### config.mk
export PLATFORM = sky130hd
export DESIGN_NAME = ktw_watchdog
export DESIGN_NICKNAME = d
export VERILOG_FILES = /design/src/ktw_pkg.sv /design/src/ktw_counter.sv /design/src/ktw_watchdog.sv
export SDC_FILE = /design/constraint.sdc
export NUM_CORES = 1
export LEC_CHECK = 0
export BUFFER_PORTS_ARGS = -buffer_cell sky130_fd_sc_hd__buf_2
export CAP_MARGIN = 0
export CELL_PAD_IN_SITES_DETAIL_PLACEMENT = 1
export CELL_PAD_IN_SITES_GLOBAL_PLACEMENT = 1
export CORE_MARGIN = 5
export CORE_UTILIZATION = 40
export CTS_CLUSTER_DIAMETER = 120
export DETAILED_ROUTE_END_ITERATION = 8
export GPL_ROUTABILITY_DRIVEN = 1
export PLACE_DENSITY_LB_ADDON = 0.1
export SLEW_MARGIN = 10
export SYNTH_ARGS = -nofsm -noshare
export SYNTH_HDL_FRONTEND = slang
export SYNTH_SLANG_ARGS = --single-unit
### constraint.sdc
create_clock -name i_clk_sys -period 10.2 [get_ports i_clk_sys]
set_clock_uncertainty 0.15 [all_clocks]
set_input_delay 1.53 -clock i_clk_sys [delete_from_list [all_inputs] [get_ports i_clk_sys]]
set_output_delay 1.53 -clock i_clk_sys [all_outputs]
set_load 0.01 [all_outputs]
### src/ktw_pkg.sv
// Package for the keyed cycle timeout guard: register offset, field layout,
// key words, reset value and the exponent table.
// Assumes a 16-bit register port clocked by i_clk_sys at 10 MHz.
package ktw_pkg;
   localparam logic [7:0] WATCHDOG_CONTROL_STATUS_OFS = 8'hE6;
   localparam logic [15:0] CTRL_RESET = 16'hC080;
   localparam int RUN_BIT = 15;
   localparam int RST_SEL_BIT = 14;
   localparam int RST_FLAG_BIT = 13;
   localparam int IRQ_FLAG_BIT = 12;
   localparam int TEST_BIT = 11;
   localparam logic [15:0] UNLOCK_KEY1 = 16'h3333;
   localparam logic [15:0] UNLOCK_KEY2 = 16'hCCCC;
   localparam logic [15:0] RESTART_KEY1 = 16'hAAAA;
   localparam logic [15:0] RESTART_KEY2 = 16'h5555;
   localparam int CNT_W = 27;
   // Exponents for selection bits 0..7
   localparam int EXP_B0 = 10;
   localparam int EXP_B1 = 20;
   localparam int EXP_BASE = 19;
   // Test mode shrinks the exponent to this value
   localparam int EXP_TEST = 4;

   // Key sequence tracker
   typedef enum logic [4:0] {
      KTW_IDLE = 5'b00001,
      KTW_UNL1 = 5'b00010,
      KTW_OPEN = 5'b00100,
      KTW_RST1 = 5'b01000,
      KTW_SPARE = 5'b10000
   } ktw_key_t;

   // Control word as stored
   typedef struct packed {
      logic run;
      logic rst_sel;
      logic rst_flag;
      logic irq_flag;
      logic test;
      logic [7:0] sel;
   } ktw_ctrl_t;

   // Expiry events leaving the block
   typedef struct packed {
      logic sys_reset;
      logic nmi;
   } ktw_event_t;
endpackage : ktw_pkg

### src/ktw_counter.sv
// Cycle counter, counting while run, with a terminal match every 2^exponent cycles.
// Assumes exponent is stable or changed only after a restart.
`timescale 1ns/1ps
module ktw_counter (
   input wire logic i_clk_sys,
   input wire logic i_arst_n,
   input wire logic i_run,
   input wire logic i_clear,
   input wire logic [4:0] i_exp,
   input wire logic i_exp_valid,
   output logic o_expire
);
   logic [ktw_pkg::CNT_W-1:0] count;
   logic [ktw_pkg::CNT_W-1:0] next_count;
   logic [ktw_pkg::CNT_W-1:0] limit;
   logic next_expire;

   // ==========================================================
   // Counting
   // Terminal is limit-1 so one interval is exactly 2^exp cycles
   always_comb begin
      limit = {{(ktw_pkg::CNT_W-1){1'b0}}, 1'b1} << i_exp;
      next_count = count;
      next_expire = 1'b0;
      if (i_clear) begin
         next_count = '0;
      end else if (i_run && i_exp_valid) begin
         if (count >= limit - 1'b1) begin
            next_count = '0;
            next_expire = 1'b1;
         end else begin
            next_count = count + 1'b1;
         end
      end
   end

   always_ff @(posedge i_clk_sys or negedge i_arst_n) begin
      if (!i_arst_n) begin
         count <= '0;
         o_expire <= 1'b0;
      end else begin
         count <= next_count;
         o_expire <= next_expire;
      end
   end
endmodule : ktw_counter

### src/ktw_watchdog.sv
// Keyed cycle timeout guard: control word, key tracker, expiry actions.
// Assumes register strobes are synchronous to i_clk_sys and one cycle long;
// the system reset pulse is wrapped back by the chip, not by this block.
//
// Chosen here: the address-and-strobe port.
`timescale 1ns/1ps
module ktw_watchdog (
   input wire logic i_clk_sys,
   input wire logic i_arst_n,
   input wire logic [7:0] i_addr,
   input wire logic [15:0] i_wdata,
   input wire logic i_wr,
   input wire logic i_rd,
   output logic [15:0] o_rdata,
   output logic o_sys_reset,
   output logic o_nmi
);
   ktw_pkg::ktw_key_t key;
   ktw_pkg::ktw_key_t next_key;
   ktw_pkg::ktw_ctrl_t ctrl;
   ktw_pkg::ktw_ctrl_t next_ctrl;
   ktw_pkg::ktw_event_t evt;
   ktw_pkg::ktw_event_t next_evt;
   logic [15:0] next_rdata;
   logic restart;
   logic expire;
   logic hit;
   logic key_rd;
   logic [4:0] exp_sel;
   logic exp_valid;

   assign hit = (i_addr == ktw_pkg::WATCHDOG_CONTROL_STATUS_OFS);

   // ==========================================================
   // Exponent select
   // Lowest set bit wins, so a mis-set field errs on the short side
   always_comb begin
      exp_sel = 5'(ktw_pkg::EXP_BASE + 7);
      exp_valid = |ctrl.sel;
      for (int i = 7; i >= 0; i--) begin
         if (ctrl.sel[i]) begin
            if (i == 0) begin
               exp_sel = 5'(ktw_pkg::EXP_B0);
            end else if (i == 1) begin
               exp_sel = 5'(ktw_pkg::EXP_B1);
            end else begin
               exp_sel = 5'(ktw_pkg::EXP_BASE + i);
            end
         end
      end
      if (ctrl.test) begin
         exp_sel = 5'(ktw_pkg::EXP_TEST);
      end
   end

   // ==========================================================
   // Cycle counter
   ktw_counter i_ktw_counter (
      .i_clk_sys(i_clk_sys),
      .i_arst_n(i_arst_n),
      .i_run(ctrl.run),
      .i_clear(restart || evt.sys_reset),
      .i_exp(exp_sel),
      .i_exp_valid(exp_valid),
      .o_expire(expire)
   );

   // ==========================================================
   // Key tracker and control word
   // Only accesses that hit this offset, and a guard reset expiry, move the
   // tracker, so other traffic between key halves leaves it where it was.
   always_comb begin
      next_key = key;
      next_ctrl = ctrl;
      next_evt = '0;
      restart = 1'b0;
      key_rd = i_rd && hit && (key == ktw_pkg::KTW_OPEN);
      if (i_wr && hit) begin
         // A hitting word that is not the expected next one drops the key,
         // though it may itself open a new sequence
         if (i_wdata == ktw_pkg::UNLOCK_KEY1) begin
            next_key = ktw_pkg::KTW_UNL1;
         end else if (i_wdata == ktw_pkg::RESTART_KEY1) begin
            next_key = ktw_pkg::KTW_RST1;
         end else begin
            next_key = ktw_pkg::KTW_IDLE;
         end
         case (key)
            ktw_pkg::KTW_OPEN: begin
               // Single configuration write, flags cleared by keyed write
               next_key = ktw_pkg::KTW_IDLE;
               next_ctrl.run = i_wdata[ktw_pkg::RUN_BIT];
               next_ctrl.rst_sel = i_wdata[ktw_pkg::RST_SEL_BIT];
               next_ctrl.test = i_wdata[ktw_pkg::TEST_BIT];
               next_ctrl.sel = i_wdata[7:0];
               next_ctrl.rst_flag = 1'b0;
               next_ctrl.irq_flag = 1'b0;
            end
            ktw_pkg::KTW_UNL1: begin
               if (i_wdata == ktw_pkg::UNLOCK_KEY2) begin
                  next_key = ktw_pkg::KTW_OPEN;
               end
            end
            ktw_pkg::KTW_RST1: begin
               if (i_wdata == ktw_pkg::RESTART_KEY2) begin
                  next_key = ktw_pkg::KTW_IDLE;
                  restart = 1'b1;
                  next_ctrl.rst_flag = 1'b0;
                  next_ctrl.irq_flag = 1'b0;
               end
            end
            default: begin
               // Idle and the spare code keep the start decision above
               restart = 1'b0;
            end
         endcase
      end
      // A read while the register is open counts as keyed
      if (key_rd) begin
         next_ctrl.rst_flag = 1'b0;
      end
      // Expiry actions; the event set wins over any clear above
      if (expire) begin
         if (ctrl.rst_sel || ctrl.irq_flag) begin
            next_evt.sys_reset = 1'b1;
            next_ctrl = ktw_pkg::ktw_ctrl_t'({ktw_pkg::CTRL_RESET[15:11],
                                             ktw_pkg::CTRL_RESET[7:0]});
            next_ctrl.rst_flag = 1'b1;
            next_key = ktw_pkg::KTW_IDLE;
         end else begin
            next_evt.nmi = 1'b1;
            next_ctrl.irq_flag = 1'b1;
         end
      end
   end

   // ==========================================================
   // Read data: the count is never on the bus
   always_comb begin
      next_rdata = 16'h0000;
      if (i_rd && hit) begin
         next_rdata = {ctrl.run, ctrl.rst_sel, ctrl.rst_flag, ctrl.irq_flag, ctrl.test,
                       3'h0, ctrl.sel};
      end
   end

   // State registers; reset value yields running, reset mode, longest timeout
   always_ff @(posedge i_clk_sys or negedge i_arst_n) begin
      if (!i_arst_n) begin
         key <= ktw_pkg::KTW_IDLE;
         ctrl <= ktw_pkg::ktw_ctrl_t'({ktw_pkg::CTRL_RESET[15:11],
                                       ktw_pkg::CTRL_RESET[7:0]});
         evt <= '0;
         o_rdata <= 16'h0000;
      end else begin
         key <= next_key;
         ctrl <= next_ctrl;
         evt <= next_evt;
         o_rdata <= next_rdata;
      end
   end

   assign o_sys_reset = evt.sys_reset;
   assign o_nmi = evt.nmi;

   // ==========================================================
   // Checks
   unlock_write_a:
   assert property (@(posedge i_clk_sys) disable iff (!i_arst_n)
      (key == ktw_pkg::KTW_OPEN && i_wr && hit && !expire)
      |=> (ctrl.sel == $past(i_wdata[7:0]) && key == ktw_pkg::KTW_IDLE))
      else $error("configuration write not taken once");
   locked_write_a:
   assert property (@(posedge i_clk_sys) disable iff (!i_arst_n)
      (key == ktw_pkg::KTW_IDLE && i_wr && !expire) |=> $stable(ctrl.sel))
      else $error("locked write changed the selection");
   nmi_flag_a:
   assert property (@(posedge i_clk_sys) disable iff (!i_arst_n)
      (expire && !ctrl.rst_sel && !ctrl.irq_flag) |=> (o_nmi && ctrl.irq_flag))
      else $error("nmi expiry did not set flag");
   reset_sel_a:
   assert property (@(posedge i_clk_sys) disable iff (!i_arst_n)
      (expire && (ctrl.rst_sel || ctrl.irq_flag)) |=> (o_sys_reset && !o_nmi))
      else $error("expiry did not reset system");
   reset_reload_a:
   assert property (@(posedge i_clk_sys) disable iff (!i_arst_n)
      o_sys_reset |-> (ctrl.run && ctrl.rst_sel && ctrl.rst_flag && ctrl.sel == 8'h80))
      else $error("guard reset did not reload control");
   zero_sel_a:
   assert property (@(posedge i_clk_sys) disable iff (!i_arst_n)
      (ctrl.sel == 8'h00) |=> !expire)
      else $error("expiry with empty selection");
   stop_run_a:
   assert property (@(posedge i_clk_sys) disable iff (!i_arst_n)
      (!ctrl.run && !$past(ctrl.run)) |-> !expire)
      else $error("expiry while stopped");
   count_hidden_a:
   assert property (@(posedge i_clk_sys) disable iff (!i_arst_n)
      $past(i_rd && hit) |-> (o_rdata[10:8] == 3'h0))
      else $error("reserved read bits not zero");
   // The bus shows nothing outside the answer cycle, so no count leaks out
   rdata_idle_a:
   assert property (@(posedge i_clk_sys) disable iff (!i_arst_n)
      !$past(i_rd && hit) |-> (o_rdata == 16'h0000))
      else $error("read data outside the answer cycle");
   keyed_read_a:
   assert property (@(posedge i_clk_sys) disable iff (!i_arst_n)
      (key_rd && !expire) |=> !ctrl.rst_flag)
      else $error("keyed read left reset flag set");
   unlock_open_a:
   assert property (@(posedge i_clk_sys) disable iff (!i_arst_n)
      (key == ktw_pkg::KTW_UNL1 && i_wr && hit && !expire
       && i_wdata == ktw_pkg::UNLOCK_KEY2)
      |=> (key == ktw_pkg::KTW_OPEN))
      else $error("unlock pair did not open the word");
   restart_flags_a:
   assert property (@(posedge i_clk_sys) disable iff (!i_arst_n)
      (key == ktw_pkg::KTW_RST1 && i_wr && hit && !expire
       && i_wdata == ktw_pkg::RESTART_KEY2)
      |=> (!ctrl.irq_flag && !ctrl.rst_flag && key == ktw_pkg::KTW_IDLE))
      else $error("restart pair did not clear the flags");
endmodule : ktw_watchdog

==> results of run 1 <==
metal layers:
| metal | share of wire | GRT usage | vias up |
|---|---|---|---|
| li1 | - | - | 1609 |
| met1 | 0.47 | 0.244 | 1628 |
| met2 | 0.48 | 0.308 | 46 |
| met3 | 0.033 | 0.0456 | 9 |
| met4 | 0.011 | 0.0525 | 0 |
| met5 | 0 | 0 | - |
state kept, by name (all words and copies together) (netlist names):
signal                  count
key                         5
o_nmi                       1
i_ktw_counter.count        27
o_rdata                    13
o_sys_reset                 1
i_ktw_counter.o_expire      1
ctrl                       13
cell type report:
cell class | instances | area share
clock buffer | 9 | 0.0279
multi-input combinational | 321 | 0.503
sequential | 61 | 0.345
inverter | 20 | 0.0169
clock inverter | 7 | 0.0169
timing repair buffer | 45 | 0.0525
tap | 133 | 0.0375
power breakdown:
group          leakage, uW  switching, uW  internal (uW)  total [uW]
Combinational      0.00133           13.4           8.63        22.1
Sequential        0.000819        0.00592            242         242
Clock            0.0000918            104            113         217
Total              0.00224            118            364         481
metrics by stage:
step                      area, um^2  instances  total power, uW
final                           4440        596              481
after detailed placement        4240        580              269
after global placement          4240        580              268
after global routing            4440        596              506
after floorplan                 3960        424              256
after CTS                       4440        596              491
logic make-up after synthesis:
family | share of synthesized area
AO/OA/AOI/OAI | 0.148
XOR/XNOR | 0.0356
adder cells (fa/ha/maj) | 0.0922
buffers and inverters | 0.0489
flip-flops | 0.389
multiplexers | 0.0308
other | 0.00191
AND/OR/NAND/NOR | 0.254
cell usage after synthesis (all sizes together) (2+ instances only):
| cell | instances | area, um^2 |
|---|---|---|
| a211oi | 4 | 30.0 |
| a21o | 4 | 30.0 |
| a21oi | 17 | 85.1 |
| a221o | 11 | 110 |
| a22o | 13 | 114 |
| and2 | 5 | 31.3 |
| and3 | 16 | 100 |
| and4bb | 4 | 50.1 |
| buf | 11 | 76.3 |
| clkbuf | 11 | 41.3 |
| conb | 2 | 7.51 |
| dfrtp | 57 | 1430 |
| dfstp | 4 | 105 |
| ha | 29 | 363 |
| inv | 20 | 75.1 |
| mux2i | 11 | 110 |
| nand2 | 34 | 128 |
| nand2b | 6 | 37.5 |
| nand3 | 17 | 85.1 |
| nand4 | 15 | 93.8 |
| nor2 | 37 | 146 |
| nor2b | 5 | 31.3 |
| nor3 | 16 | 80.1 |
| nor4 | 11 | 87.6 |
| nor4bb | 4 | 40.0 |
| o211ai | 3 | 27.5 |
| o21ai | 14 | 81.3 |
| o31ai | 2 | 15.0 |
| or2 | 6 | 37.5 |
| xnor2 | 7 | 61.3 |
| xor2 | 9 | 78.8 |
how the worst max path moves through the flow:
stage | end | cells after the start
after floorplan | i_ktw_counter.count[11]$_DFFE_PN0P_ | 15
after global placement | i_ktw_counter.count[19]$_DFFE_PN0P_ | 13
after detailed placement | i_ktw_counter.count[8]$_DFFE_PN0P_ | 13
after CTS | i_ktw_counter.count[8]$_DFFE_PN0P_ | 13
after global routing | i_ktw_counter.count[15]$_DFFE_PN0P_ | 13
final | i_ktw_counter.count[7]$_DFFE_PN0P_ | 13
==> results by group, run 1 <==
STA
  – RSZ-0062 raised after global routing: no
  – Min Tclk post-route: 4.38 ns
  – WHS: 0.340 ns
  – Setup TNS: 0 ns
  – Setup violators final: 0
  – Rel. slew slack: 0.290
  – Least-Margin Pin Slew: 1.06 ns
  – Pins over their slew limit: 0
  – Final setup margin: 5.82 ns
  – Fin. Hold Viols: 0
  – Fmax: 229 MHz
  – Final worst path period share: 0.429

Layout
  – Register Area: 1530 um^2
  – Multi-input gate area: 2230 um^2
  – Final nets: 515
  – Most common cell after layout, fill and taps aside: dfrtp_1
  – Utilization after layout: 0.458
  – Commonest non-fill, non-tap cells in the layout: dfrtp_1, buf_2, nor2_1
  – Ratio of cells with drive above 1 in the final layout: 0.177
  – Antenna cell count: 0
  – Area Growth Syn to Fin: 12.7%
  – Filler cell count in the final layout: 1165

Floorplanning
  – Area of the core: 9680 um^2
  – Starting density of the core: 0.406
  – I/O pin cnt: 46
  – Die Area: 11900 um^2
  – Chip height: 109 um
  – Row count: 36
  – Chip width: 109 um

Min path
  – Hold path depth: 1
  – Min-delay worst type: flop to flop
  – Hold wc startpoint: ctrl[9]$_DFFE_PN0P_
  – Worst Hold End: o_nmi$_DFF_PN0_

CTS
  – Clock Tree Buf Depth: 2
  – Post-CTS Hold Buffers: 0
  – Htree depth: 3
  – Clk root buf: clkbuf_8
  – CTS sink cnt: 61
  – Reg clk slew, reported paths: 0.08 ns
  – # resized after CTS: 0
  – Clk_lat worst skew: 0.35 ns
  – TritonCTS clock tree: built
  – Num CTS Buffers: 9
  – Post-CTS setup buffer count: 0

Logic synthesis
  – Post-synth EDFFs: 0
  – Register area share after synthesis: 0.389
  – Synthesized flop and latch total: 61
  – Area of the mapped netlist: 3940 um^2
  – Yosys warning count: 0
  – Prevailing post-synth register cell: dfrtp_1
  – Synth Area per Inst: 9.39 um^2
  – Synth cell types: 54
  – Fraction of registers with async set/reset: 1.00
  – Synth Instances: 419

Routing
  – DR vias: 3292
  – Initial drt markers: 117
  – Antenna Violating Nets Remaining: 0
  – DR DRC count: 0
  – Drt wl/cell: 16.9 um
  – Vias per cell: 5.52
  – Detailed Route WL: 10100 um
  – DRT Pass-1 Iters: 4

Critical path
  – Crit. End Element: flop
  – FF-to-FF setup slack: 5.82 ns
  – Cell Chain, Critical Path: nor2_1 -> inv_1 -> nor2_1 -> o21ai_0 -> a211oi_1 -> o31ai_1 -> ha_1 -> nand4_1 -> nor4_2 -> inv_1 -> o211ai_2 -> nor2_4 -> a221o_1
  – CP startpoint: ctrl[8]$_DFF_PN0_
  – Buffers & Inverters on Critical Path: 2
  – Arrival time worst endpoint: 4.46 ns
  – Max incr delay on CP: 0.68 ns
  – Critical Path Source Type: flop
  – Critical path's slowest cell: o211ai_2
  – Crit path max-delay family: compound AO/OA/AOI/OAI gates
  – Required @ worst endpoint: 10.28 ns
  – Worst-case reg-to-reg path depth: 13
  – Reg-to-Reg End: i_ktw_counter.count[7]$_DFFE_PN0P_
  – Worst reg2reg path startpoint: ctrl[8]$_DFF_PN0_
  – Worst Setup Path Type: flop to flop
  – Critical path fanouts, max: 25

Power
  – Pwr Density: 109 nW/um^2
  – Leakage: 0.00224 uW
  – Worst IR Drop VDD: 75.1 uV

Run
  – Max_cap viols: 0

Global route
  – Total gr overflow: 0
  – Total GRT Usage: 0.187
  – Vias in the first global route: 3475
  – Initial antenna violation count: 0
  – Largest net degree at the start of global routing: 62
  – First-pass GRT wire length: 17300 um

Place
  – GP Congestion: 0.796
  – Dpl hpwl: 7580 um
  – Port buffer count: 42
  – Worst slack at placement: 5.82 ns

Status
  – Status: finished clean
Note: power is estimated with default switching activity, not from simulation.
==> inputs of run 2 (changes only) <==
- clock period: 10.2 -> 4.2 ns (I/O delays scaled with it)
==> run 2 against run 1 <==
Effect of this change: setup slack lost 5.3 ns; final cell count grew 0.50%; utilization grew 0.23 points; via count grew 0.76%; clock-buffer cell count is the same; hold slack lost 0.16 ns; total power grew 150%; non-clock buffer count grew 3; first-iteration DRC count shrank 1.7%; critical path type unchanged; highest routed layer unchanged.
==> results by group, run 2 (synthesized netlist as in run 1, its figures left out) <==
Layout
  – Largest register FFs: 27 (unchanged)
  – Commonest non-fill, non-tap cells in the layout: dfrtp_1, buf_2, nor2_1 (unchanged)
  – Most common cell after layout, fill and taps aside: dfrtp_1 (unchanged)
  – Reg with most FFs: i_ktw_counter.count (unchanged)
  – Multi-input gate area: 2230 um^2 (unchanged)
  – Area Growth Syn to Fin: 13.3% (was 12.7%)
  – Biggest regs: i_ktw_counter.count x27, ctrl x13, o_rdata x13 (unchanged)
  – Ratio of cells with drive above 1 in the final layout: 0.182 (was 0.177)
  – Register Area: 1530 um^2 (unchanged)
  – Final nets: 518 (was 515)
  – Antenna cell count: 0 (unchanged)
  – Final instance area: 4460 um^2 (was 4440 um^2)
  – Utilization after layout: 0.460 (was 0.458)
  – Filler cell count in the final layout: 1132 (was 1165)

Routing
  – DR DRC count: 0 (unchanged)
  – Detailed Route WL: 10500 um (was 10100 um)
  – Initial drt markers: 115 (was 117)
  – Vias per cell: 5.54 (was 5.52)
  – DR vias: 3317 (was 3292)
  – Drt wl/cell: 17.6 um (was 16.9 um)
  – Antenna Violating Nets Remaining: 0 (unchanged)
  – DRT Pass-1 Iters: 5 (was 4)

Place
  – Dpl hpwl: 7940 um (was 7580 um)
  – GP Congestion: 0.811 (was 0.796)
  – Port buffer count: 42 (unchanged)
  – Placed inst area: 4260 um^2 (was 4240 um^2)

STA
  – Pins over their slew limit: 0 (unchanged)
  – Setup violators final: 0 (unchanged)
  – Rel. slew slack: 0.504 (was 0.290)
  – Final worst path period share: 0.863 (was 0.429)
  – WHS: 0.178 ns (was 0.340 ns)
  – Fmax: 276 MHz (was 229 MHz)
  – RSZ-0062 raised after global routing: no (unchanged)
  – Min Tclk post-route: 3.63 ns (was 4.38 ns)
  – Least-Margin Pin Slew: 0.744 ns (was 1.06 ns)
  – Setup TNS: 0 ns (unchanged)
  – Fin. Hold Viols: 0 (unchanged)

Critical path
  – Crit path max-delay family: simple AND/OR/NAND/NOR gates (was compound AO/OA/AOI/OAI gates)
  – Critical path's slowest cell: dfrtp_1 (was o211ai_2)
  – Buffers & Inverters on Critical Path: 1 (was 2)
  – Critical Path Source Type: flop (unchanged)
  – Max incr delay on CP: 0.48 ns (was 0.68 ns)
  – Worst Setup Path Type: flop to flop (unchanged)
  – Crit path top cell by count: nor4_2
  – Crit. End Element: flop (unchanged)
  – Arrival time worst endpoint: 3.72 ns (was 4.46 ns)
  – Cell Chain, Critical Path: nor4_2 -> nand2_1 -> nor3_1 -> o31ai_1 -> ha_1 -> nand4_1 -> nor4_2 -> o211ai_1 -> o211ai_2 -> buf_4 -> nor4_1 -> a221o_1 (was nor2_1 -> inv_1 -> nor2_1 -> o21ai_0 -> a211oi_1 -> o31ai_1 -> ha_1 -> nand4_1 -> nor4_2 -> inv_1 -> o211ai_2 -> nor2_4 -> a221o_1)
  – Required @ worst endpoint: 4.29 ns (was 10.28 ns)
  – Critical path fanouts, max: 14 (was 25)

Global route
  – Vias in the first global route: 3375 (was 3475)
  – Total gr overflow: 0 (unchanged)
  – First-pass GRT wire length: 17500 um (was 17300 um)
  – Total GRT Usage: 0.190 (was 0.187)
  – Initial antenna violation count: 0 (unchanged)
  – Largest net degree at the start of global routing: 33 (was 62)

Power
  – Pwr Density: 265 nW/um^2 (was 109 nW/um^2)
  – Leakage: 0.00226 uW (was 0.00224 uW)
  – Worst IR Drop VDD: 189 uV (was 75.1 uV)

CTS
  – Htree depth: 3 (unchanged)
  – Post-CTS setup buffer count: 0 (unchanged)
  – # resized after CTS: 0 (unchanged)
  – Clk_lat worst skew: 0.36 ns (was 0.35 ns)
  – TritonCTS clock tree: built (unchanged)
  – Num CTS Buffers: 9 (unchanged)
  – Reg clk slew, reported paths: 0.08 ns (about the same)
  – CTS sink cnt: 61 (unchanged)
  – Clock Tree Buf Depth: 2 (unchanged)
  – Post-CTS Hold Buffers: 0 (unchanged)
  – Clk root buf: clkbuf_8 (unchanged)

Floorplanning
  – Chip width: 109 um (unchanged)
  – I/O pin cnt: 46 (unchanged)
  – Starting density of the core: 0.406 (unchanged)
  – Chip height: 109 um (unchanged)
  – Area of the core: 9680 um^2 (unchanged)
  – Die Area: 11900 um^2 (unchanged)
  – Row count: 36 (unchanged)

Run
  – Max_cap viols: 0 (unchanged)

Status
  – Status: finished clean (unchanged)

Min path
  – Min-delay worst type: input pin to async pin (was flop to flop)
-- run 2: cell count changes in the layout (fill, tap and decap cells not counted), sizes merged --
cell  change
buf       +3
-- run 2: report_power, final --
part           leakage [uW]  switching [uW]  internal [uW]  total (uW)
registers          0.000819          0.0133            587         587
clock network     0.0000918             264            275         539
logic               0.00135            33.4           21.1        54.5
-- run 2: cell type report --
cell class / count / area share
inverters: 20 / 0.0168
clock inverters: 7 / 0.0168
repair buffers: 48 / 0.0573
multi-input cells: 321 / 0.500
flip-flops and latches: 61 / 0.344
clock buffers: 9 / 0.0278
well taps: 133 / 0.0373
-- run 2: worst paths after layout --
path                            slack [ns]  cells after the start                             endpoint                 from
min in group i_clk_sys                0.37                      1                      o_nmi$_DFF_PN0_  ctrl[9]$_DFFE_PN0P_
max in group asynchronous             2.81                      2                   ctrl[11]$_DFF_PN1_             i_arst_n
worst max register to register        0.57                     12   i_ktw_counter.count[9]$_DFFE_PN0P_    ctrl[1]$_DFF_PN0_
worst min register to register        0.37                      1                      o_nmi$_DFF_PN0_  ctrl[9]$_DFFE_PN0P_
worst min-delay path                  0.18                      1  i_ktw_counter.count[17]$_DFFE_PN0P_             i_arst_n
worst max-delay path                  0.57                     12   i_ktw_counter.count[9]$_DFFE_PN0P_    ctrl[1]$_DFF_PN0_
-- run 2: layer usage --
| layer | vias up | global-route usage | routed length (um) |
|---|---|---|---|
| met5 | - | 0 | 0 |
| met4 | 0 | 0.0481 | 107 |
| met3 | 8 | 0.0462 | 345 |
| met2 | 46 | 0.311 | 5140 |
| met1 | 1654 | 0.253 | 4950 |
| li1 | 1609 | - | - |
-- run 2: stage by stage --
stage	instances	power, uW	setup WS [ns]
after floorplan	424	621	0.837
after global placement	583	652	0.602
after detailed placement	583	654	0.595
after CTS	599	1200	0.559
after global routing	599	1230	0.317
final	599	1180	0.574
